**src/hw/mem_route_pkg.sv**
```systemverilog
`default_nettype none

package mem_route_pkg;

	// ************************************************************
	// Register map
	// ************************************************************
	localparam logic [7:0] OFS_PLACEMENT = 8'hE2;
	localparam int PORT_A_PERIPHERAL_IO_ENABLE_BIT = 7;
	localparam int MAIN_DATA_BIT = 4;
	localparam int SEC_DATA_BIT = 3;
	localparam int MAIN_FETCH_BIT = 2;
	localparam int SEC_FETCH_BIT = 1;
	localparam int SRAM_FETCH_BIT = 0;
	localparam logic [7:0] PLACE_MASK = 8'h1F;
	localparam logic [7:0] PLACE_RESET = 8'h00;
	localparam logic [7:0] ZERO_BYTE = 8'h00;

	// ************************************************************
	// Types
	// ************************************************************
	// Strobes from the processor core
	typedef struct packed {
		logic rd;
		logic wr;
		logic fetch;
	} strobe_t;

	// Matches of each select; regs needs a data cycle, periph the port A enable
	typedef struct packed {
		logic sram;
		logic regs;
		logic periph;
		logic secFlash;
		logic mainFlash;
	} match_t;

	// Which target owns the cycle
	typedef enum logic [2:0] {
		TGT_NONE = 3'b000,
		TGT_SRAM = 3'b001,
		TGT_REGS = 3'b010,
		TGT_PERIPH = 3'b011,
		TGT_SEC = 3'b100,
		TGT_MAIN = 3'b101
	} target_t;

endpackage

`default_nettype wire

```
**src/hw/memory_priority_and_space_routing.sv**
```systemverilog
// Function
// Higher priority level alone supplies byte
// Same-level selects never overlap (software)
// Order: SRAM, secondary flash, main flash
// Placement register gates all three strobes
// Placement loaded from nonvolatile value at reset
// Runtime writes override placement until reset
// Bit 7 port A peripheral mode, resets zero
// Bits 4,3 gate data strobes to flashes
// Bits 2,1 gate fetch strobe to flashes
// SRAM always data; bit 0 adds fetch
// Register block ignores fetch cycles
// Placement register at base plus E2h
// Unused register locations never written
// SRAM, registers, peripheral beat any flash
// Memory enabled only if selected and permitted
`timescale 1ns/1ns
`default_nettype none

module memory_priority_and_space_routing (
	// Clock and reset
	input  wire logic                    clk,
	input  wire logic                    rstn,
	// Processor bus
	input  wire logic [15:0]             addr,
	input  wire mem_route_pkg::strobe_t  strobe,
	input  wire logic [7:0]              wdata,
	// Nonvolatile setting and configured base
	input  wire logic [7:0]              nvPlacement,
	input  wire logic [15:0]             regBase,
	// Select matches from the decode PLD
	input  wire logic                    sramSelect,
	input  wire logic                    secondaryFlashSelect,
	input  wire logic                    mainFlashSelect,
	input  wire logic                    peripheralSelect,
	// Routed strobes and register readback
	output var  mem_route_pkg::strobe_t  sramStrobe,
	output var  mem_route_pkg::strobe_t  secFlashStrobe,
	output var  mem_route_pkg::strobe_t  mainFlashStrobe,
	output var  mem_route_pkg::strobe_t  periphStrobe,
	output var  mem_route_pkg::target_t  target,
	output logic [7:0]                   rdata,
	output logic                         rdataValid,
	// Placement state
	output logic [7:0]                   memorySpacePlacement,
	output logic                         portAPeripheralIoEnable
);

	// ************************************************************
	// Decode helpers
	// ************************************************************
	// Mask one strobe set by permission bits
	function automatic mem_route_pkg::strobe_t gate(input mem_route_pkg::strobe_t s,
			input logic dataOk, input logic fetchOk);
		gate.rd = s.rd & dataOk;
		gate.wr = s.wr & dataOk;
		gate.fetch = s.fetch & fetchOk;
	endfunction

	// ************************************************************
	// Address decode and priority
	// ************************************************************
	mem_route_pkg::match_t  match;
	mem_route_pkg::target_t next_target;
	logic [15:0]            regOffset;
	logic                   dataCycle;
	logic                   restoreNv;

	// Register block spans 256 bytes from its base; data strobes only
	assign regOffset = addr - regBase;
	assign dataCycle = strobe.rd | strobe.wr;

	always_comb begin
		match.sram = sramSelect;
		match.regs = (regOffset[15:8] == 8'h00) & dataCycle;
		match.periph = peripheralSelect & portAPeripheralIoEnable;
		match.secFlash = secondaryFlashSelect;
		match.mainFlash = mainFlashSelect;
		// Top level first; flash only when nothing above matches
		if (match.sram) begin
			next_target = mem_route_pkg::TGT_SRAM;
		end else if (match.regs) begin
			next_target = mem_route_pkg::TGT_REGS;
		end else if (match.periph) begin
			next_target = mem_route_pkg::TGT_PERIPH;
		end else if (match.secFlash) begin
			next_target = mem_route_pkg::TGT_SEC;
		end else if (match.mainFlash) begin
			next_target = mem_route_pkg::TGT_MAIN;
		end else begin
			next_target = mem_route_pkg::TGT_NONE;
		end
	end

	// ************************************************************
	// Strobe routing
	// ************************************************************
	mem_route_pkg::strobe_t next_sramStrobe;
	mem_route_pkg::strobe_t next_secStrobe;
	mem_route_pkg::strobe_t next_mainStrobe;
	mem_route_pkg::strobe_t next_periphStrobe;
	mem_route_pkg::strobe_t idle;

	// Blocked strobes simply never reach a memory, so it stays off the bus
	always_comb begin
		idle = '0;
		next_sramStrobe = idle;
		next_secStrobe = idle;
		next_mainStrobe = idle;
		next_periphStrobe = idle;
		case (next_target)
			mem_route_pkg::TGT_SRAM: begin
				next_sramStrobe = gate(strobe, 1'b1,
					memorySpacePlacement[mem_route_pkg::SRAM_FETCH_BIT]);
			end
			mem_route_pkg::TGT_SEC: begin
				next_secStrobe = gate(strobe,
					memorySpacePlacement[mem_route_pkg::SEC_DATA_BIT],
					memorySpacePlacement[mem_route_pkg::SEC_FETCH_BIT]);
			end
			mem_route_pkg::TGT_MAIN: begin
				next_mainStrobe = gate(strobe,
					memorySpacePlacement[mem_route_pkg::MAIN_DATA_BIT],
					memorySpacePlacement[mem_route_pkg::MAIN_FETCH_BIT]);
			end
			mem_route_pkg::TGT_PERIPH: begin
				next_periphStrobe = gate(strobe, 1'b1, 1'b0);
			end
			default: begin
				next_sramStrobe = idle;
			end
		endcase
	end

	// Registered routing; strobes seen one cycle after the bus
	always_ff @(posedge clk or negedge rstn) begin
		if (!rstn) begin
			sramStrobe <= '0;
			secFlashStrobe <= '0;
			mainFlashStrobe <= '0;
			periphStrobe <= '0;
			target <= mem_route_pkg::TGT_NONE;
		end else begin
			sramStrobe <= next_sramStrobe;
			secFlashStrobe <= next_secStrobe;
			mainFlashStrobe <= next_mainStrobe;
			periphStrobe <= next_periphStrobe;
			target <= next_target;
		end
	end

	// ************************************************************
	// Placement register
	// ************************************************************
	logic [7:0] next_placement;
	logic       next_pioEnable;
	logic [7:0] next_rdata;
	logic       next_rdataValid;
	logic       placeHit;

	assign placeHit = (next_target == mem_route_pkg::TGT_REGS)
		& (regOffset[7:0] == mem_route_pkg::OFS_PLACEMENT);

	// Nonvolatile value cannot feed an async reset, so reload on first clock after release
	always_comb begin
		next_placement = memorySpacePlacement;
		next_pioEnable = portAPeripheralIoEnable;
		next_rdata = mem_route_pkg::ZERO_BYTE;
		next_rdataValid = strobe.rd & (next_target == mem_route_pkg::TGT_REGS);
		if (restoreNv) begin
			next_placement = nvPlacement & mem_route_pkg::PLACE_MASK;
		end else if (placeHit & strobe.wr) begin
			next_placement = wdata & mem_route_pkg::PLACE_MASK;
			next_pioEnable = wdata[mem_route_pkg::PORT_A_PERIPHERAL_IO_ENABLE_BIT];
		end
		if (placeHit & strobe.rd) begin
			next_rdata = {portAPeripheralIoEnable, memorySpacePlacement[6:0]};
		end
	end

	always_ff @(posedge clk or negedge rstn) begin
		if (!rstn) begin
			memorySpacePlacement <= mem_route_pkg::PLACE_RESET;
			portAPeripheralIoEnable <= 1'b0;
			restoreNv <= 1'b1;
			rdata <= mem_route_pkg::ZERO_BYTE;
			rdataValid <= 1'b0;
		end else begin
			memorySpacePlacement <= next_placement;
			portAPeripheralIoEnable <= next_pioEnable;
			restoreNv <= 1'b0;
			rdata <= next_rdata;
			rdataValid <= next_rdataValid;
		end
	end

	// ************************************************************
	// Checks
	// ************************************************************
	property p_sramWins;
		@(posedge clk) disable iff (!rstn)
		sramSelect |=> (target == mem_route_pkg::TGT_SRAM) && secFlashStrobe == '0
			&& mainFlashStrobe == '0;
	endproperty
	a_sramWins: assert property (p_sramWins) else $error("sram not highest");

	property p_secOverMain;
		@(posedge clk) disable iff (!rstn)
		secondaryFlashSelect && !sramSelect && !match.regs && !match.periph
			|=> target == mem_route_pkg::TGT_SEC && mainFlashStrobe == '0;
	endproperty
	a_secOverMain: assert property (p_secOverMain) else $error("main beat secondary");

	property p_nvLoad;
		@(posedge clk) disable iff (!rstn)
		restoreNv |=> memorySpacePlacement == ($past(nvPlacement) & mem_route_pkg::PLACE_MASK)
			&& !portAPeripheralIoEnable;
	endproperty
	a_nvLoad: assert property (p_nvLoad) else $error("nv value not loaded");

	property p_write;
		@(posedge clk) disable iff (!rstn)
		!restoreNv && placeHit && strobe.wr
			|=> memorySpacePlacement == ($past(wdata) & mem_route_pkg::PLACE_MASK)
			&& portAPeripheralIoEnable == $past(wdata[mem_route_pkg::PORT_A_PERIPHERAL_IO_ENABLE_BIT]);
	endproperty
	a_write: assert property (p_write) else $error("placement write lost");

	property p_mainData;
		@(posedge clk) disable iff (!rstn)
		mainFlashStrobe.rd || mainFlashStrobe.wr
			|-> $past(memorySpacePlacement[mem_route_pkg::MAIN_DATA_BIT]);
	endproperty
	a_mainData: assert property (p_mainData) else $error("main data strobe leaked");

	property p_fetch;
		@(posedge clk) disable iff (!rstn)
		(mainFlashStrobe.fetch |-> $past(memorySpacePlacement[mem_route_pkg::MAIN_FETCH_BIT]))
			and (secFlashStrobe.fetch
			|-> $past(memorySpacePlacement[mem_route_pkg::SEC_FETCH_BIT]));
	endproperty
	a_fetch: assert property (p_fetch) else $error("fetch strobe leaked");

	property p_sramData;
		@(posedge clk) disable iff (!rstn)
		sramSelect && strobe.rd |=> sramStrobe.rd;
	endproperty
	a_sramData: assert property (p_sramData) else $error("sram read blocked");

	property p_noFetchRegs;
		@(posedge clk) disable iff (!rstn)
		strobe.fetch && !strobe.rd && !strobe.wr |=> target != mem_route_pkg::TGT_REGS;
	endproperty
	a_noFetchRegs: assert property (p_noFetchRegs) else $error("fetch hit registers");

endmodule

`default_nettype wire

```
**config.mk**
```make
export PLATFORM = sky130hd
export DESIGN_NAME = memory_priority_and_space_routing
export DESIGN_NICKNAME = d
export VERILOG_FILES = /design/src/hw/mem_route_pkg.sv /design/src/hw/memory_priority_and_space_routing.sv
export SDC_FILE = /design/constraint.sdc
export NUM_CORES = 1
export LEC_CHECK = 0
export BUFFER_PORTS_ARGS = -buffer_cell sky130_fd_sc_hd__buf_4
export CAP_MARGIN = 25
export CORE_ASPECT_RATIO = 1.4
export CORE_UTILIZATION = 45
export CTS_CLUSTER_SIZE = 28
export DETAILED_ROUTE_END_ITERATION = 6
export GPL_TIMING_DRIVEN = 0
export MAX_ROUTING_LAYER = met4
export PLACE_DENSITY_LB_ADDON = 0.3
export SLEW_MARGIN = 20
export SYNTH_ARGS = -nofsm -noshare
export SYNTH_HDL_FRONTEND = slang
export SYNTH_SLANG_ARGS = --single-unit
```
**constraint.sdc**
```tcl
create_clock -name clk -period 1.9 [get_ports clk]
set_input_delay 0.19 -clock clk [delete_from_list [all_inputs] [get_ports clk]]
set_output_delay 0.19 -clock clk [all_outputs]
set_load 0.03 [all_outputs]
```
# Word-level counts from Yosys, hierarchy flattened
# Cells that the tools add are included.
# totals
output_inout_bits	33
ff_bits	34
wordCells	55
inputBits	57
# op_classes
bitwise_logic	15
muxes	12
eq_ne	6
n_addsub	1
reduce_logical	3
# ops
op	n
2-to-1 mux 3 bit	9
2-to-1 mux 8 bit	3
subtractor 16 bit	1
bitwise AND 1 bit	13
== test 8 bit (second input constant)	1
logical NOT 8 bit	1
== test 3 x 2 -> 1 bit (second input constant)	2
== test 3 bit (second input constant)	2
== test 3 x 1 -> 1 bit (second input constant)	1
AND reduction 2 bit	1
nonzero test 2 bit	1
inverter 1 bit	1
OR 1 bit	1

# Depth between registers and ports, before layout
# logic_depth
word_depth	10
ltp_mapped	13
ltp_nobuf	11

# Worst setup path after synthesis
# OpenSTA, ideal clock, no wires.
# synth_path
path_kind	input-to-reg
from	input addr[0]
to	register memorySpacePlacement[0]
t_arrival_ns	2.406
setup_time_ns	0.130
path_buffers	1
stages	12
slack_ns	-0.635
path_cell_list	inv_1 > ha_1 > fa_1 > nand2b_1 > a21oi_1 > o22ai_1 > nand4b_1 > o21ai_1 > or4_1 > buf_1 > o31ai_1 > a21oi_1
# synth_via
elab_chain_len	9
word_cells_on_any_way	10
classes_between	1 x add/sub; 2 x eq/ne; 2 x mux; 3 x bitwise; 2 x reduce/logical
# synth_lines
item	line	rtl
from (decl)	memory_priority_and_space_routing.sv:25	input wire logic [15:0] addr,
subtractor 16 bit (*)	memory_priority_and_space_routing.sv:70	assign regOffset = addr - regBase;
logical NOT 8 bit	memory_priority_and_space_routing.sv:75	match.regs = (regOffset[15:8] == 8'h00) & dataCycle;
bitwise AND 1 bit	memory_priority_and_space_routing.sv:75	
2-to-1 mux 3 bit	memory_priority_and_space_routing.sv:82	end else if (match.regs) begin
2-to-1 mux 3 bit	memory_priority_and_space_routing.sv:80	if (match.sram) begin
== test 3 x 2 -> 1 bit	memory_priority_and_space_routing.sv:161	assign placeHit = (next_target == mem_route_pkg::TGT_REGS)
bitwise AND 1 bit (*)	memory_priority_and_space_routing.sv:162	& (regOffset[7:0] == mem_route_pkg::OFS_PLACEMENT);
bitwise AND 1 bit (*)	memory_priority_and_space_routing.sv:172	end else if (placeHit & strobe.wr) begin
nonzero test 2 bit (no line) (*)	--	
to (signal assigned)	memory_priority_and_space_routing.sv:183	memorySpacePlacement <= mem_route_pkg::PLACE_RESET;
to (signal assigned)	memory_priority_and_space_routing.sv:189	memorySpacePlacement <= next_placement;
to (decl)	memory_priority_and_space_routing.sv:45	output logic [7:0] memorySpacePlacement,
# Every way passes the cells marked *; elsewhere a longest branch is shown, timed or not.
# A chain may end at the register's enable or synchronous reset.

# Worst setup path in the final report
# layout_path
from	input addr[0]
to	register memorySpacePlacement[3]
# The elaborated chain is that of the path after synthesis.

==> flow_summary.json <==
{
  "placed_area_um2": 3070,
  "dp.cells": 396,
  "fin_setup_tns_ns": -10.43,
  "place_ws_ns": -1.14,
  "setup_viol": 24,
  "p_switching_uw": 705,
  "core_um2": 4610,
  "hold_path_class": "in2reg",
  "crit_slowest_cell": "or4_4",
  "area_growth_pct": 75.8,
  "power.share.sequential_pct": 31.7,
  "grt_pass1_wl_um": 10100,
  "slew_headroom_pct": 56.9,
  "antennaDiodeCount": 0,
  "drtIter0Drc": 80,
  "initial_core_util_pct": 47.3,
  "powerDensity_nw_per_um2": 523,
  "seq_area_um2": 702,
  "grt_pass1_vias": 2338,
  "finalCriticalPeriod_ns": 2.41,
  "synth_area_um2": 2180,
  "fin_nets": 445,
  "ios": 90,
  "die_w_um": 60.8,
  "p_comb_share_pct": 50.3,
  "slowest_delay_ns": 0.51,
  "drc": 0,
  "first_pass_iters": 4,
  "clock_skew_ns": 0.00283,
  "synthDistinctLibCells": 56,
  "leakage_nw": 1.68,
  "htreeDepth": 1,
  "rsz0062_at_grt": "yes",
  "dp_hpwl_um": 4380,
  "synth-seq-cells": 28,
  "outcome": "finished with violations",
  "hold_viol": 0,
  "via_per_inst": 5.71,
  "cp.arrival_ns": 2.57,
  "crit_required_ns": 2.06,
  "cts_max_path_buffers": 2,
  "syn-instance-count": 250,
  "tightestPinTransition_ns": 0.647,
  "antenna_found_initial": 0,
  "routed_wl_um": 7150,
  "num_vias": 2466,
  "critPathMaxFanout": 5,
  "seq_area_frac_synth_pct": 32.2,
  "power.total_mw": 2.00,
  "cts_made_buffers": 3,
  "rows": 29,
  "die_y_um": 84.3,
  "clkTransAtPathRegs_ns": 0.09,
  "internal-power_mw": 1.30,
  "p_clk_share_pct": 18.0,
  "maxCapViolCount": 0,
  "post-route-period-util_pct": 127,
  "fillers": 251,
  "die-area_um2": 5130,
  "path_delay_family": "simple AND/OR/NAND/NOR gates",
  "vdd_drop_max_uv": 304,
  "ys.flop_type": "dfrtp_1",
  "clock_tree.root_cell": "clkbuf_8",
  "worstSkewPairLatency_ns": 0.27,
  "drv_slew": 0,
  "multi_input_area_um2": 1900,
  "crit_type": "in2reg",
  "cts_sinks": 28,
  "end_kind": "flip-flop",
  "critical_path_buf_inv_count": 3,
  "track_usage_pct": 26.2,
  "fin_ws_ns": -0.513,
  "synth_edf_count": 0,
  "ant_nets": 0,
  "synth-warning-count": 0,
  "avgRoutedWirePerCell_um": 16.6,
  "fin_cells": 432,
  "place.gp.congestion": 0.902,
  "worstPathCellList": "buf_8, inv_12, ha_4, fa_2, nand2b_4, a21oi_4, o22ai_2, nand4b_1, o21ai_2, or4_4, buf_6, o31ai_2, a21oi_1",
  "violations": "negative setup slack",
  "layout-drive-gt1-share_pct": 55.4,
  "start_kind": "input pin",
  "holdWs_ns": 0.156,
  "grt_max_degree": 29,
  "portBuffers": 78,
  "swShare_pct": 35.2,
  "fmax_mhz": 414,
  "fin_area_um2": 3830,
  "final_util_pct": 83.1,
  "synth.avg_cell_area_um2": 8.71,
  "async_flop_share_pct": 100,
  "cts_tree": "done",
  "overflow": 0
}
## Yosys cell counts, types with 2 or more instances
master / count / area share, %
dfrtp_1: 27 / 31
a21oi_1: 21 / 4.8
inv_1: 19 / 3.3
ha_1: 16 / 9.2
nand2_1: 16 / 2.8
nor2_1: 12 / 2.1
and4_1: 11 / 4.4
nor2b_1: 11 / 3.2
o21ai_0: 10 / 2.3
a31oi_1: 8 / 2.3
nor3_1: 7 / 1.6
buf_4: 6 / 2.1
nor4_1: 6 / 1.7
nand3_1: 5 / 1.1
o31ai_1: 5 / 1.7
and2_1: 4 / 1.1
and3_1: 4 / 1.1
clkbuf_1: 4 / 0.69
xnor2_1: 4 / 1.6
xor2_1: 4 / 1.6
a211oi_1: 3 / 1.0
nand2b_1: 3 / 0.86
nand3b_1: 3 / 1.0
o211ai_1: 3 / 1.0
a41oi_1: 2 / 0.80
buf_2: 2 / 0.46
o21a_1: 2 / 0.69
o22ai_1: 2 / 0.57
o311ai_0: 2 / 0.80
or4_1: 2 / 0.69
## sequential cells by signal (all words and copies together) (netlist names)
signal / cells
sramStrobe: 3
restoreNv: 1
portAPeripheralIoEnable: 1
memorySpacePlacement: 5
periphStrobe: 2
rdataValid: 1
target: 3
mainFlashStrobe: 3
secFlashStrobe: 3
rdata: 6
## final timing paths
path | start | to | slack, ns | cells after the start
setup / recovery | addr[0] | memorySpacePlacement[3] | -0.51 | 13
hold / removal | strobe[2] | sramStrobe[2] | 0.16 | 2
setup reg to reg | portAPeripheralIoEnable | target[0] | 0.32 | 4
hold reg to reg | memorySpacePlacement[4] | memorySpacePlacement[4] | 0.62 | 2
max in group asynchronous | rstn | restoreNv | 1.24 | 2
min in group asynchronous | rstn | periphStrobe[2] | 0.36 | 2
## layer usage
metal  global-route usage [%]  part of all wire (%)  vias up
met5                        -                     0        -
met3                     3.39                   4.1       29
met2                     50.0                    59      106
met4                     11.2                   3.0        0
met1                     24.4                    34     1177
li1                         -                     -     1154
## cell type report
class / instances / share of cell area (%)
Multi-Input combinational cell: 194 / 49.5
Timing Repair Buffer: 112 / 23.8
Sequential cell: 28 / 18.3
Buffer: 13 / 2.65
Inverter: 19 / 2.32
Tap cell: 62 / 2.03
Clock buffer: 4 / 1.44
## layout by cell type, fill, tap and decap left out, types with 6 or more instances in the layout
cell / n
a31oi_1: 7
dfrtp_1: 27
nand2_2: 6
nand2_1: 10
conb_1: 7
inv_1: 13
buf_6: 9
nor2b_1: 10
and4_1: 11
ha_4: 14
nor2_1: 11
a21oi_2: 7
buf_4: 107
a21oi_1: 9
## cell families (layout without fill, tap and decap cells)
kind of cell / after synthesis / after routing / share of synthesized area, %
muxes: 1 / 1 / 0.517
and+or+nand+nor: 93 / 93 / 26.0
DFF: 28 / 28 / 32.2
other: 1 / 7 / 0.172
buffers and inverters: 34 / 148 / 7.87
xor gates and xnor gates: 8 / 8 / 3.22
adders and majority gates: 17 / 17 / 10.1
AOI/OAI and AO/OA: 68 / 68 / 19.9
## power groups by stage
stage / registers (mW) / clock network (mW) / logic (mW)
floorplan: 0.679 / 0 / 0.412
CTS: 0.633 / 0.351 / 0.867
global route: 0.638 / 0.380 / 1.07
finish: 0.635 / 0.361 / 1.01
global placement: 0.642 / 0 / 0.658
detailed placement: 0.642 / 0 / 0.671
## worst reg2reg max path, cell delays in order (launching register included)
cell and delay (ns):
dfrtp_1 0.46, and2_1 0.20, clkbuf_1 0.52, nor2_1 0.13, o21bai_1 0.20
## repair_timing
action / in CTS / in global routing
setup endpoints to repair: 24 / 24
gates cloned: 1 / 0
hold endpoints to repair: 27 / 0
hold buffers: 1 / 0
pin swaps: 45 / 24
setup buffers: 21 / 12
gates resized for setup: 59 / 35
(Power assumes the default switching activity.)
